File: config.mk
export PLATFORM = sky130hd
export DESIGN_NAME = cvss_top
export DESIGN_NICKNAME = d
export VERILOG_FILES = /design/src/hdl/cvss_pkg.sv /design/src/hdl/cvss_tmr_if.sv /design/src/hdl/cvss_top.sv /design/src/hdl/cvss_ms_timer.sv
export SDC_FILE = /design/constraint.sdc
export NUM_CORES = 1
export LEC_CHECK = 0
export ABC_AREA = 1
export BUFFER_PORTS_ARGS = -buffer_cell sky130_fd_sc_hd__buf_2
export CELL_PAD_IN_SITES_DETAIL_PLACEMENT = 1
export CELL_PAD_IN_SITES_GLOBAL_PLACEMENT = 1
export CORE_MARGIN = 5
export CORE_UTILIZATION = 38
export DETAILED_ROUTE_END_ITERATION = 6
export PLACE_DENSITY = 0.87
export SLEW_MARGIN = 0
export SYNTH_ARGS = -nofsm -noshare
export SYNTH_HDL_FRONTEND = slang
export SYNTH_SLANG_ARGS = --single-unit
File: constraint.sdc
create_clock -name core_clk -period 2.5 [get_ports core_clk]
set_input_delay 0.25 -clock core_clk [delete_from_list [all_inputs] [get_ports core_clk]]
set_output_delay 0.25 -clock core_clk [all_outputs]
set_load 0.005 [all_outputs]
File: src/hdl/cvss_pkg.sv
package cvss_pkg;
  // clock and time base
  localparam int          CLK_PERIOD_NS  = 10;
  localparam int          MS_NS          = 1000000;
  localparam int          MS_CYCLES_DFLT = MS_NS / CLK_PERIOD_NS;
  localparam int          PRE_W          = 17;
  // start-up times in ms
  localparam logic [7:0]  INIT_MS        = 8'h05;
  localparam logic [7:0]  MIN_DELAY_MS   = 8'h02;
  // register byte offsets
  localparam logic [7:0]  OFS_CTRL       = 8'h00;
  localparam logic [7:0]  OFS_VOUT       = 8'h04;
  localparam logic [7:0]  OFS_SS_DELAY   = 8'h08;
  localparam logic [7:0]  OFS_SS_RAMP    = 8'h0c;
  localparam logic [7:0]  OFS_STATUS     = 8'h10;
  // field positions
  localparam int          CTRL_RESTORE   = 0;
  localparam int          ST_READY_BIT   = 3;
  localparam int          ST_SWV_BIT     = 4;
  localparam int          ST_NVM_BIT     = 5;
  // three-state pin encodings
  localparam logic [1:0]  PIN_LOW        = 2'h0;
  localparam logic [1:0]  PIN_OPEN       = 2'h1;
  localparam logic [1:0]  PIN_HIGH       = 2'h2;
  localparam logic [1:0]  PIN_RES        = 2'h3;
  // voltages in 10 mV units
  localparam logic [8:0]  VOUT_MIN       = 9'h03c;
  localparam logic [8:0]  VOUT_MAX       = 9'h1f4;
  localparam logic [8:0]  VOUT_LOW       = 9'h078;
  localparam logic [8:0]  VOUT_OPEN      = 9'h096;
  localparam logic [8:0]  VOUT_HIGH      = 9'h14a;
  // soft-start pin-strap times in ms
  localparam logic [7:0]  SS_LOW_MS      = 8'h02;
  localparam logic [7:0]  SS_OPEN_MS     = 8'h05;
  localparam logic [7:0]  SS_HIGH_MS     = 8'h0a;
  localparam logic [7:0]  SS_20_MS       = 8'h14;
  // reset values and last resistor step
  localparam logic [8:0]  VOUT_RST       = VOUT_OPEN;
  localparam logic [7:0]  SS_RST_MS      = SS_OPEN_MS;
  localparam logic [4:0]  RES_LAST       = 5'h1e;

  typedef enum logic [2:0] {
    CVSS_BOOT, CVSS_NVM, CVSS_PINS, CVSS_READY,
    CVSS_DELAY, CVSS_RAMP, CVSS_ON
  } cvss_state_t;
endpackage

File: src/hdl/cvss_tmr_if.sv
`timescale 1ns/10ps
`default_nettype none
interface cvss_tmr_if;
  logic       start;
  logic       abort;
  logic [7:0] units;
  logic       done;
  logic       busy;
  modport ctl (output start, output abort, output units,
               input done, input busy);
  modport tmr (input start, input abort, input units,
               output done, output busy);
endinterface
`default_nettype wire

File: src/hdl/cvss_top.sv
// Function
// at power-up the block checks non-volatile storage for about 5 ms and loads any stored settings.
// a restore command from software repeats the storage check and load.
// after the storage check every configuration pin is sampled and its setting loaded; the code samples the pins only when storage held no settings.
// during storage check and pin load, enable and bus traffic are ignored.
// after initialisation the block is ready, takes bus commands and answers enable.
// once enabled the block waits at least 2 ms before the output may ramp.
// a configured delay below 2 ms becomes 2 ms, a longer one is waited in full.
// the soft-start pin can select a delay longer than the minimum.
// after the delay the output ramps to target over the pin-selected ramp time.
// enable tied active still waits for the full initialisation before ramping.
// the host keeps an external clock stable before raising enable.
// the three-state voltage pin gives 1.2 V low, 1.5 V open, 3.3 V high.
// a select resistor maps to one of 31 targets from 0.6 V to 5.0 V.
// software may write any target from 0.6 V to 5.0 V, overriding the pin.
// configuration pins are sampled only at power-up or on restore.
// enable dropped during the pre-ramp delay returns the block to ready.
//
// The plain strobed port and the address map were decided locally.
`timescale 1ns/10ps
`default_nettype none
module cvss_top #(
  parameter int MS_CYCLES = cvss_pkg::MS_CYCLES_DFLT
) (
  input  wire logic        core_clk,
  input  wire logic        rst_n,
  input  wire logic        en_in,
  input  wire logic        nvm_present,
  input  wire logic [8:0]  nvm_vout,
  input  wire logic [7:0]  nvm_delay_ms,
  input  wire logic [7:0]  nvm_ramp_ms,
  input  wire logic [1:0]  output_voltage_select_pin,
  input  wire logic [4:0]  voltage_select_resistor,
  input  wire logic [1:0]  ss_pin,
  input  wire logic [4:0]  ss_resistor,
  input  wire logic [7:0]  reg_addr,
  input  wire logic [31:0] reg_wdata,
  input  wire logic        reg_wr,
  input  wire logic        reg_rd,
  output logic      [31:0] reg_rdata,
  output logic             dev_ready,
  output logic             delay_active,
  output logic             ramp_active,
  output logic             output_on,
  output logic      [8:0]  vout_target,
  output logic      [7:0]  ramp_ms
);
  cvss_tmr_if tif ();

  cvss_ms_timer #(.MS_CYCLES(MS_CYCLES)) u_tmr (
    .core_clk (core_clk),
    .rst_n    (rst_n),
    .t        (tif.tmr)
  );

  // resistor index to target, 10 mV units
  function automatic logic [8:0] vres_decode(input logic [4:0] idx);
    logic [8:0] v;
    v = cvss_pkg::VOUT_MAX;
    unique case (idx)
      5'h00: v = 9'h03c;
      5'h01: v = 9'h046;
      5'h02: v = 9'h04b;
      5'h03: v = 9'h050;
      5'h04: v = 9'h05a;
      5'h05: v = 9'h064;
      5'h06: v = 9'h06e;
      5'h07: v = 9'h078;
      5'h08: v = 9'h07d;
      5'h09: v = 9'h082;
      5'h0a: v = 9'h08c;
      5'h0b: v = 9'h096;
      5'h0c: v = 9'h0a0;
      5'h0d: v = 9'h0aa;
      5'h0e: v = 9'h0b4;
      5'h0f: v = 9'h0be;
      5'h1e: v = cvss_pkg::VOUT_MAX;
      5'h1f: v = cvss_pkg::VOUT_MAX;
      default: v = 9'h0c8 + 9'd10 * {4'h0, idx - 5'h10};
    endcase
    return v;
  endfunction

  // soft-start resistor index to delay: 5, 10, 20 ms repeating
  function automatic logic [7:0] ssd_decode(input logic [4:0] idx);
    logic [7:0] d;
    d = cvss_pkg::SS_OPEN_MS;
    unique case (idx % 5'd3)
      5'd0:    d = cvss_pkg::SS_OPEN_MS;
      5'd1:    d = cvss_pkg::SS_HIGH_MS;
      default: d = cvss_pkg::SS_20_MS;
    endcase
    return d;
  endfunction

  // soft-start resistor index to ramp, one value per group of three
  function automatic logic [7:0] ssr_decode(input logic [4:0] idx);
    logic [7:0] r;
    r = cvss_pkg::SS_OPEN_MS;
    unique case (idx / 5'd3)
      5'd0, 5'd3, 5'd7: r = cvss_pkg::SS_OPEN_MS;
      5'd1, 5'd4, 5'd8: r = cvss_pkg::SS_HIGH_MS;
      5'd2, 5'd6:       r = cvss_pkg::SS_LOW_MS;
      default:          r = cvss_pkg::SS_20_MS;
    endcase
    return r;
  endfunction

  cvss_pkg::cvss_state_t state_ff;
  cvss_pkg::cvss_state_t nxt_state;
  logic [8:0]  vout_ff;
  logic [8:0]  nxt_vout;
  logic [7:0]  dly_ff;
  logic [7:0]  nxt_dly;
  logic [7:0]  ramp_ff;
  logic [7:0]  nxt_ramp;
  logic        nvm_hit_ff;
  logic        nxt_nvm_hit;
  logic        swv_ff;
  logic        nxt_swv;
  logic [31:0] rdata_ff;
  logic [31:0] nxt_rdata;
  logic        rdy_ff;
  logic        nxt_rdy;
  logic        dact_ff;
  logic        nxt_dact;
  logic        ract_ff;
  logic        nxt_ract;
  logic        on_ff;
  logic        nxt_on;
  logic        in_init;
  logic        bus_wr;
  logic        restore;
  logic [7:0]  eff_dly;
  logic [8:0]  wr_vout;
  logic [2:0]  state_code;

  assign in_init = (state_ff == cvss_pkg::CVSS_BOOT) ||
                   (state_ff == cvss_pkg::CVSS_NVM)  ||
                   (state_ff == cvss_pkg::CVSS_PINS);
  assign bus_wr  = reg_wr && !in_init;
  assign restore = bus_wr && (reg_addr == cvss_pkg::OFS_CTRL) &&
                   reg_wdata[cvss_pkg::CTRL_RESTORE];
  assign eff_dly = (dly_ff < cvss_pkg::MIN_DELAY_MS) ?
                   cvss_pkg::MIN_DELAY_MS : dly_ff;
  assign wr_vout = reg_wdata[8:0];
  assign state_code = state_ff;

  // sequencer
  always_comb begin
    nxt_state  = state_ff;
    tif.start  = 1'b0;
    tif.abort  = 1'b0;
    tif.units  = 8'h00;
    unique case (state_ff)
      cvss_pkg::CVSS_BOOT: begin
        tif.start = 1'b1;
        tif.units = cvss_pkg::INIT_MS;
        nxt_state = cvss_pkg::CVSS_NVM;
      end
      cvss_pkg::CVSS_NVM: begin
        if (tif.done) begin
          nxt_state = cvss_pkg::CVSS_PINS;
        end
      end
      cvss_pkg::CVSS_PINS: begin
        nxt_state = cvss_pkg::CVSS_READY;
      end
      cvss_pkg::CVSS_READY: begin
        if (en_in) begin
          tif.start = 1'b1;
          tif.units = eff_dly;
          nxt_state = cvss_pkg::CVSS_DELAY;
        end
      end
      cvss_pkg::CVSS_DELAY: begin
        if (!en_in) begin
          tif.abort = 1'b1;
          nxt_state = cvss_pkg::CVSS_READY;
        end else if (tif.done) begin
          tif.start = 1'b1;
          tif.units = ramp_ff;
          nxt_state = cvss_pkg::CVSS_RAMP;
        end
      end
      cvss_pkg::CVSS_RAMP: begin
        if (!en_in) begin
          tif.abort = 1'b1;
          nxt_state = cvss_pkg::CVSS_READY;
        end else if (tif.done) begin
          nxt_state = cvss_pkg::CVSS_ON;
        end
      end
      cvss_pkg::CVSS_ON: begin
        if (!en_in) begin
          nxt_state = cvss_pkg::CVSS_READY;
        end
      end
      default: nxt_state = cvss_pkg::CVSS_BOOT;
    endcase
    if (restore) begin
      tif.abort = 1'b0;
      tif.start = 1'b1;
      tif.units = cvss_pkg::INIT_MS;
      nxt_state = cvss_pkg::CVSS_NVM;
    end
  end

  // settings: storage, pins, software
  always_comb begin
    nxt_vout    = vout_ff;
    nxt_dly     = dly_ff;
    nxt_ramp    = ramp_ff;
    nxt_nvm_hit = nvm_hit_ff;
    nxt_swv     = swv_ff;
    if (state_ff == cvss_pkg::CVSS_NVM && tif.done) begin
      nxt_nvm_hit = nvm_present;
      nxt_swv     = 1'b0;
      if (nvm_present) begin
        nxt_vout = nvm_vout;
        nxt_dly  = nvm_delay_ms;
        nxt_ramp = nvm_ramp_ms;
      end
    end
    if (state_ff == cvss_pkg::CVSS_PINS && !nvm_hit_ff) begin
      unique case (output_voltage_select_pin)
        cvss_pkg::PIN_LOW:  nxt_vout = cvss_pkg::VOUT_LOW;
        cvss_pkg::PIN_OPEN: nxt_vout = cvss_pkg::VOUT_OPEN;
        cvss_pkg::PIN_HIGH: nxt_vout = cvss_pkg::VOUT_HIGH;
        cvss_pkg::PIN_RES:
          nxt_vout = vres_decode(voltage_select_resistor);
      endcase
      unique case (ss_pin)
        cvss_pkg::PIN_LOW: begin
          nxt_dly  = cvss_pkg::SS_LOW_MS;
          nxt_ramp = cvss_pkg::SS_LOW_MS;
        end
        cvss_pkg::PIN_OPEN: begin
          nxt_dly  = cvss_pkg::SS_OPEN_MS;
          nxt_ramp = cvss_pkg::SS_OPEN_MS;
        end
        cvss_pkg::PIN_HIGH: begin
          nxt_dly  = cvss_pkg::SS_HIGH_MS;
          nxt_ramp = cvss_pkg::SS_HIGH_MS;
        end
        cvss_pkg::PIN_RES: begin
          nxt_dly  = ssd_decode(ss_resistor);
          nxt_ramp = ssr_decode(ss_resistor);
        end
      endcase
    end
    if (bus_wr && !restore) begin
      unique case (reg_addr)
        cvss_pkg::OFS_VOUT: begin
          if (wr_vout >= cvss_pkg::VOUT_MIN &&
              wr_vout <= cvss_pkg::VOUT_MAX) begin
            nxt_vout = wr_vout;
            nxt_swv  = 1'b1;
          end
        end
        cvss_pkg::OFS_SS_DELAY: nxt_dly  = reg_wdata[7:0];
        cvss_pkg::OFS_SS_RAMP:  nxt_ramp = reg_wdata[7:0];
        default: ;
      endcase
    end
  end

  // register reads and status outputs
  always_comb begin
    nxt_rdata = 32'h0000_0000;
    if (reg_rd && !in_init) begin
      unique case (reg_addr)
        cvss_pkg::OFS_VOUT:     nxt_rdata = {23'h000000, vout_ff};
        cvss_pkg::OFS_SS_DELAY: nxt_rdata = {24'h000000, dly_ff};
        cvss_pkg::OFS_SS_RAMP:  nxt_rdata = {24'h000000, ramp_ff};
        cvss_pkg::OFS_STATUS: begin
          nxt_rdata[2:0]                    = state_code;
          nxt_rdata[cvss_pkg::ST_READY_BIT] = rdy_ff;
          nxt_rdata[cvss_pkg::ST_SWV_BIT]   = swv_ff;
          nxt_rdata[cvss_pkg::ST_NVM_BIT]   = nvm_hit_ff;
        end
        default: nxt_rdata = 32'h0000_0000;
      endcase
    end
    nxt_rdy  = !(nxt_state == cvss_pkg::CVSS_BOOT ||
                 nxt_state == cvss_pkg::CVSS_NVM  ||
                 nxt_state == cvss_pkg::CVSS_PINS);
    nxt_dact = (nxt_state == cvss_pkg::CVSS_DELAY);
    nxt_ract = (nxt_state == cvss_pkg::CVSS_RAMP);
    nxt_on   = (nxt_state == cvss_pkg::CVSS_ON);
  end

  always_ff @(posedge core_clk or negedge rst_n) begin
    if (!rst_n) begin
      state_ff   <= cvss_pkg::CVSS_BOOT;
      vout_ff    <= cvss_pkg::VOUT_RST;
      dly_ff     <= cvss_pkg::SS_RST_MS;
      ramp_ff    <= cvss_pkg::SS_RST_MS;
      nvm_hit_ff <= 1'b0;
      swv_ff     <= 1'b0;
      rdata_ff   <= 32'h0000_0000;
      rdy_ff     <= 1'b0;
      dact_ff    <= 1'b0;
      ract_ff    <= 1'b0;
      on_ff      <= 1'b0;
    end else begin
      state_ff   <= nxt_state;
      vout_ff    <= nxt_vout;
      dly_ff     <= nxt_dly;
      ramp_ff    <= nxt_ramp;
      nvm_hit_ff <= nxt_nvm_hit;
      swv_ff     <= nxt_swv;
      rdata_ff   <= nxt_rdata;
      rdy_ff     <= nxt_rdy;
      dact_ff    <= nxt_dact;
      ract_ff    <= nxt_ract;
      on_ff      <= nxt_on;
    end
  end

  assign reg_rdata    = rdata_ff;
  assign dev_ready    = rdy_ff;
  assign delay_active = dact_ff;
  assign ramp_active  = ract_ff;
  assign output_on    = on_ff;
  assign vout_target  = vout_ff;
  assign ramp_ms      = ramp_ff;
endmodule
`default_nettype wire

File: src/hdl/cvss_ms_timer.sv
`timescale 1ns/10ps
`default_nettype none
module cvss_ms_timer #(
  parameter int MS_CYCLES = cvss_pkg::MS_CYCLES_DFLT
) (
  input  wire logic  core_clk,
  input  wire logic  rst_n,
  cvss_tmr_if.tmr    t
);
  localparam logic [cvss_pkg::PRE_W-1:0] PRE_LAST =
    cvss_pkg::PRE_W'(MS_CYCLES - 1);

  logic [cvss_pkg::PRE_W-1:0] pre_ff;
  logic [cvss_pkg::PRE_W-1:0] nxt_pre;
  logic [7:0]                 left_ff;
  logic [7:0]                 nxt_left;
  logic                       busy_ff;
  logic                       nxt_busy;
  logic                       done_ff;
  logic                       nxt_done;

  // counts whole milliseconds; zero units finish at once
  always_comb begin
    nxt_pre  = pre_ff;
    nxt_left = left_ff;
    nxt_busy = busy_ff;
    nxt_done = 1'b0;
    if (t.abort) begin
      nxt_busy = 1'b0;
      nxt_pre  = '0;
    end else if (t.start) begin
      nxt_busy = 1'b1;
      nxt_left = t.units;
      nxt_pre  = '0;
    end else if (busy_ff) begin
      if (left_ff == 8'h00) begin
        nxt_busy = 1'b0;
        nxt_done = 1'b1;
      end else if (pre_ff == PRE_LAST) begin
        nxt_pre  = '0;
        nxt_left = left_ff - 8'h01;
      end else begin
        nxt_pre = pre_ff + cvss_pkg::PRE_W'(1);
      end
    end
  end

  always_ff @(posedge core_clk or negedge rst_n) begin
    if (!rst_n) begin
      pre_ff  <= '0;
      left_ff <= 8'h00;
      busy_ff <= 1'b0;
      done_ff <= 1'b0;
    end else begin
      pre_ff  <= nxt_pre;
      left_ff <= nxt_left;
      busy_ff <= nxt_busy;
      done_ff <= nxt_done;
    end
  end

  assign t.done = done_ff;
  assign t.busy = busy_ff;
endmodule
`default_nettype wire

# After elaboration in Yosys (flattened, before gate mapping)
# Memories as Yosys holds them, arrays and structs flattened.
# Index checks and enable logic that the tools add are counted.
[totals]
regBits = 93
romBits = 80
in_bits = 85
out_inout_bits = 53
elab_cells = 169
n_memories = 1
[memory_table]
columns = ["name", "depth", "word_bits", "rd", "rd_ports_with_merged_regs", "wr", "line_no", "text"]
rows = [
  ["(name not given)", 16, 5, 1, 0, 0, "cvss_top.sv:100", "unique case (idx / 5'd3)"],
]
[classes]
addsub = 4
mul = 1
div = 2
order_cmp = 3
n_eq_ne = 42
mux = 69
n_bitwise = 1
n_reduce_logical = 31
[op_table]
columns = ["cell", "n"]
rows = [
  ["$mux 8", 20],
  ["$pmux 9 s17", 1],
  ["$mux 17", 5],
  ["$pmux 8 s4", 2],
  ["$mux 9", 7],
  ["$eq 5x4->1 const B", 8],
  ["$pmux 9 s4", 1],
  ["$mux 3", 8],
  ["$pmux 6 s4", 1],
  ["$pmux 8 s3", 1],
  ["$pmux 3 s7", 1],
  ["$eq 5x3->1 const B", 4],
  ["$mux 1", 19],
  ["$eq 3x3->1 const B", 6],
  ["$add 17x1->17 const B", 1],
  ["$eq 17x17->1 const B", 1],
  ["$eq 8x4->1 const B", 2],
  ["$logic_not 8->1", 2],
  ["$eq 5x1->1 const B", 2],
  ["$eq 5x2->1 const B", 2],
  ["$eq 5x5->1 const B", 2],
  ["$logic_not 5->1", 2],
  ["$pmux 5 s2", 1],
  ["$add 8x9->9 const A", 1],
  ["other kinds (29)", 53],
]

# Longest topological paths before layout
[depth]
depth_word = 12
mapped_depth = 21
depth_no_buf = 21

# Modules after synthesis
# From an unflattened synthesis, not the netlist that was laid out.
[hier_totals]
cells_unflattened = 869
area_unflattened_um2 = 5810.6
[by_module_without_submodules]
columns = ["mod", "instances", "cells_per_inst", "area_each_um2", "seq_area_each_um2"]
rows = [
  ["cvss_top", 1, 603, 3988.8, 1086.0],
  ["cvss_ms_timer", 1, 266, 1821.7, 675.6],
]

# Least setup slack after synthesis
# No wires, ideal clock.
[synth_timing]
path_kind = "input-to-reg"
startpoint = "in ss_resistor[2]"
endpoint = "reg ramp_ff[1], in the netlist ramp_ms[1]"
setup_time_ps = 118
arrival_ps = 2115
t_required_ps = 2382
slack_ps = 267
stages = 20
n_path_buf = 0
path_cell_list = "inv_1 nand2_1 nand2_2 nand2_2 nand3_4 nand2_2 nand2_1 inv_1 ha_1 inv_1 nand3_4 nor2_4 inv_2 ha_1 nand2_1 nand2_1 o21ai_0 o21ai_0 mux2i_1 inv_1"
[synth_via]
elab_chain_len = 7
[synth_lines]
columns = ["item", "line_no", "text"]
rows = [
  ["start, declared", "cvss_top.sv:35", "input wire logic [4:0] ss_resistor,"],
  ["$div 5x2->5 *", "cvss_top.sv:100", ""],
  ["$mem_v2 16x5", "n/a", ""],
  ["$mux 8 *", "cvss_top.sv:100", ""],
  ["$pmux 8 s4 *", "cvss_top.sv:233", "unique case (ss_pin)"],
  ["$mux 8 *", "cvss_top.sv:225", "if (state_ff == cvss_pkg::CVSS_PINS && !nvm_hit_ff) begin"],
  ["$mux 8", "cvss_top.sv:253", "unique case (reg_addr)"],
  ["$mux 8 *", "cvss_top.sv:252", "if (bus_wr && !restore) begin"],
  ["via nxt_ramp[1]", "cvss_top.sv:116", "logic [7:0] nxt_ramp;"],
  ["end signal, assigned", "cvss_top.sv:298", "ramp_ff <= cvss_pkg::SS_RST_MS;"],
  ["end signal, assigned", "cvss_top.sv:310", "ramp_ff <= nxt_ramp;"],
  ["end, declared", "cvss_top.sv:115", "logic [7:0] ramp_ff;"],
]
# The timed path passes the listed nets; every way through them passes the cells marked *.
# A chain may end at the register's enable or synchronous reset.

# Worst setup path after layout
[layout_timing]
startpoint = "in ss_resistor[3]"
endpoint = "reg ramp_ff[1], in the netlist ramp_ms[1]"
# Same word-level chain as after synthesis.

==> results.py <==
metrics = {
    "global_route": {
        "track_usage_pct": 22.01,
        "grt_pass1_vias": 5841,
        "antenna_found_initial": 0,
        "grt.overflow.total": 0,
        "grt_max_degree": 42,
        "grt_pass1_wl_mm": 29.56,
    },
    "cts": {
        "clkTransAtPathRegs_ps": 60,
        "cts_buffers": 9,
        "postCtsSetupBuffers": 0,
        "cts_sinks": 70,
        "cts_tree": "yes",
        "clockRootBuffer": "clkbuf_16",
        "cts_max_level": 3,
        "clock_latency_ps": 340,
        "cts_max_path_buffers": 2,
    },
    "worst_setup_path": {
        "regToRegSetupSlack_ps": 290,
        "timing.rr.end": "dly_ff[3]",
        "critPathCaptureType": "register",
        "worst-path-buf-inv": 6,
        "path_class": "primary input to register",
        "critPathMaxStageDelay_ps": 270,
        "cp.required_ps": 2720,
        "r2r_cells": 12,
        "cp_slowest_cell": "ha_1",
        "worstSetupStartpoint": "ss_resistor[3]",
        "cp_max_fo": 6,
        "critPathTopFamily": "simple AND/OR/NAND/NOR gates",
        "cp_common_cell": "nand2_1",
        "rr_startpoint": "state_code[1]",
        "crit_chain": "buf_2 > inv_2 > nand2_1 > nand2_1 > nand2_2 > nand3_4 > nand2_2 > nand2_1 > inv_1 > ha_1 > inv_1 > nand3_4 > nor2_4 > inv_2 > ha_1 > nand2_1 > nand2_1 > o21ai_0 > o21ai_0 > mux2i_1 > inv_1",
        "cp.arrival_ps": 2450,
        "start_kind": "primary input",
    },
    "worst_hold_path": {
        "min_path_cells": 3,
        "hold_end": "dly_ff[6]",
        "hold_start": "nvm_delay_ms[6]",
        "hp-class": "primary input to register",
    },
    "yosys": {
        "syn_inst": 783,
        "yosysMostFrequentCell": "nand2_1",
        "synth_ff_type": "dfrtp_1",
        "postSynthAreaPerCell_um2": 7.002,
        "ys_types": 58,
        "ys_seq_area_share_pct": 32.13,
        "synth_edf_count": 0,
        "synth.top_cells.by_area": "dfrtp_1 28%, nand2_1 8.7%, inv_1 7.9%",
        "synth-seq-cells": 70,
        "synth_async_sr_flop_share_pct": 100.0,
        "yosysTopAreaCell": "dfrtp_1",
        "synth_area_um2": 5483,
        "ys_warn_count": 0,
        "synth_top_area_share_pct": 28.30,
        "synth.top_cells.by_count": "127 x nand2_1, 115 x inv_1, 90 x nor2_1",
    },
    "timing": {
        "setup_slack_ps": 274.9,
        "timing.final.max_slew_violations": 0,
        "tightest_slew_ps": 722.4,
        "rsz0062_at_grt": "false",
        "slew_headroom_pct": 51.84,
        "fin_crit_ps": 2225,
        "period_share_pct": 89.01,
        "clock.fmax_mhz": 449.4,
        "whs_ps": 174.3,
        "hold_violations": 0,
        "fin_skew_ps": 8.989,
        "setup_violations": 0,
    },
    "die": {
        "start_util_pct": 39.19,
        "die_area_um2": 16930,
        "die_height_um": 130.1,
        "coreArea_um2": 13990,
        "fp.dieW_um": 130.1,
        "ioPinCount": 138,
        "fp-row-count": 43,
    },
    "finish": {
        "fillCellCount": 1867,
        "nNetsFinal": 991,
        "design_area_um2": 6482,
        "area_growth_pct": 18.23,
        "drive_gt1_share_pct": 20.47,
        "antenna_cells": 0,
    },
    "job": {
        "max_cap_violations": 0,
    },
    "drt": {
        "wl_per_cell_um": 16.96,
        "antenna_left": 0,
        "drc": 0,
        "vias": 5634,
        "initialDrtViolationCount": 270,
        "drt_wl_total_mm": 18.21,
        "dr.pass1.iters": 4,
        "vias_per_cell": 5.246,
    },
    "run_status": {
        "status": "completed",
    },
    "placed_design": {
        "place_area_um2": 6165,
        "place_congestion": 0.8733,
        "pre_cts_ws_ps": -85.35,
        "portBuffers": 91,
        "place_hpwl_mm": 14.18,
    },
    "pwr": {
        "p_per_area_nw_per_um2": 844.3,
        "p_leak_nw": 3.369,
        "worst_ir_drop_vdd_v": 0.0004273,
        "power.total_mw": 5.473,
    },
}
-- sequential cells by signal, indices dropped and copies added, names as in the netlist --
name,count
u_tmr.t.done,1
ramp_active,1
vout_target,9
ramp_ms,8
state_code,3
u_tmr.left_ff,8
reg_rdata,9
dev_ready,1
u_tmr.pre_ff,17
swv_ff,1
u_tmr.t.busy,1
delay_active,1
output_on,1
dly_ff,8
nvm_hit_ff,1
-- report_power, final --
part | switching (mW) | internal (mW) | total (mW)
clock network | 0.494 | 0.810 | 1.30
registers | 0.321 | 1.51 | 1.83
logic | 1.45 | 0.886 | 2.34
-- layout make-up --
class	instances	area (µm²)	area share, %
Clock buffer	16	301.5	4.652
Multi-Input combinational cell	570	3079	47.50
Sequential cell	70	1763	27.20
Timing Repair Buffer	112	640.6	9.882
Inverter	126	473.0	7.296
Tap cell	180	225.2	3.474
-- metal layers --
metal	vias up	GRT usage (%)	wire (µm)
met5	-	0	0
met4	0	6.663	380
met3	31	3.889	896
met2	136	37.69	9000
met1	2692	28.36	7933
li1	2775	-	-
-- worst reg2reg max path, delay by kind of cell (launching register included) --
kind	cells	cell delay [ps]
and+or+nand+nor	5	640
DFF	1	450
AOI/OAI and AO/OA	3	470
buffers and inverters	4	580
-- repair_timing --
action	in CTS	in global routing
hold buffers	1	0
resized for setup	0	2
setup endpoints to repair	0	5
endpoints found under the hold margin	22	0
-- worst max-delay path by stage --
stage                       end  slack, ps  cells after the start
2_1_floorplan        ramp_ms[1]        270                     20
3_3_place_gp         ramp_ms[1]         20                     21
3_5_place_dp         ramp_ms[1]        -90                     21
4_1_cts        u_tmr.pre_ff[11]        160                     11
5_1_grt              ramp_ms[1]         40                     21
6_report             ramp_ms[1]        270                     21
-- cells by family after synthesis --
logic type / count (synthesis) / share of synthesized area [%]
AOI/OAI and AO/OA: 172 / 18.37
xor gates and xnor gates: 10 / 1.597
adders and majority gates: 17 / 4.016
buffers and inverters: 165 / 13.30
DFF: 70 / 32.13
muxes: 2 / 0.3879
other: 1 / 0.06840
and+or+nand+nor: 346 / 30.12
-- layout by cell type, fill, tap and decap left out, drive strengths merged, types with 3 or more instances in the layout --
| cell | n |
|---|---|
| a21oi | 53 |
| a221oi | 5 |
| a31oi | 9 |
| and3b | 3 |
| buf | 111 |
| clkbuf | 16 |
| conb | 23 |
| dfrtp | 62 |
| dfstp | 8 |
| ha | 16 |
| inv | 126 |
| nand2 | 142 |
| nand3 | 52 |
| nand3b | 3 |
| nand4 | 18 |
| nor2 | 96 |
| nor3 | 23 |
| o211ai | 13 |
| o21ai | 65 |
| o22ai | 13 |
| or2 | 3 |
| xnor2 | 4 |
| xor2 | 6 |
-- through the flow --
| stage | cells | utilization [%] | setup TNS [ps] |
|---|---|---|---|
| 2_1_floorplan | 805 | - | 0 |
| 3_3_place_gp | 1057 | 44.07 | 0 |
| 3_5_place_dp | 1057 | 44.07 | -85.35 |
| 4_1_cts | 1074 | 46.30 | 0 |
| 5_1_grt | 1074 | 46.34 | 0 |
| 6_report | 1074 | 46.34 | 0 |
Note: power is estimated with default switching activity, not from simulation.
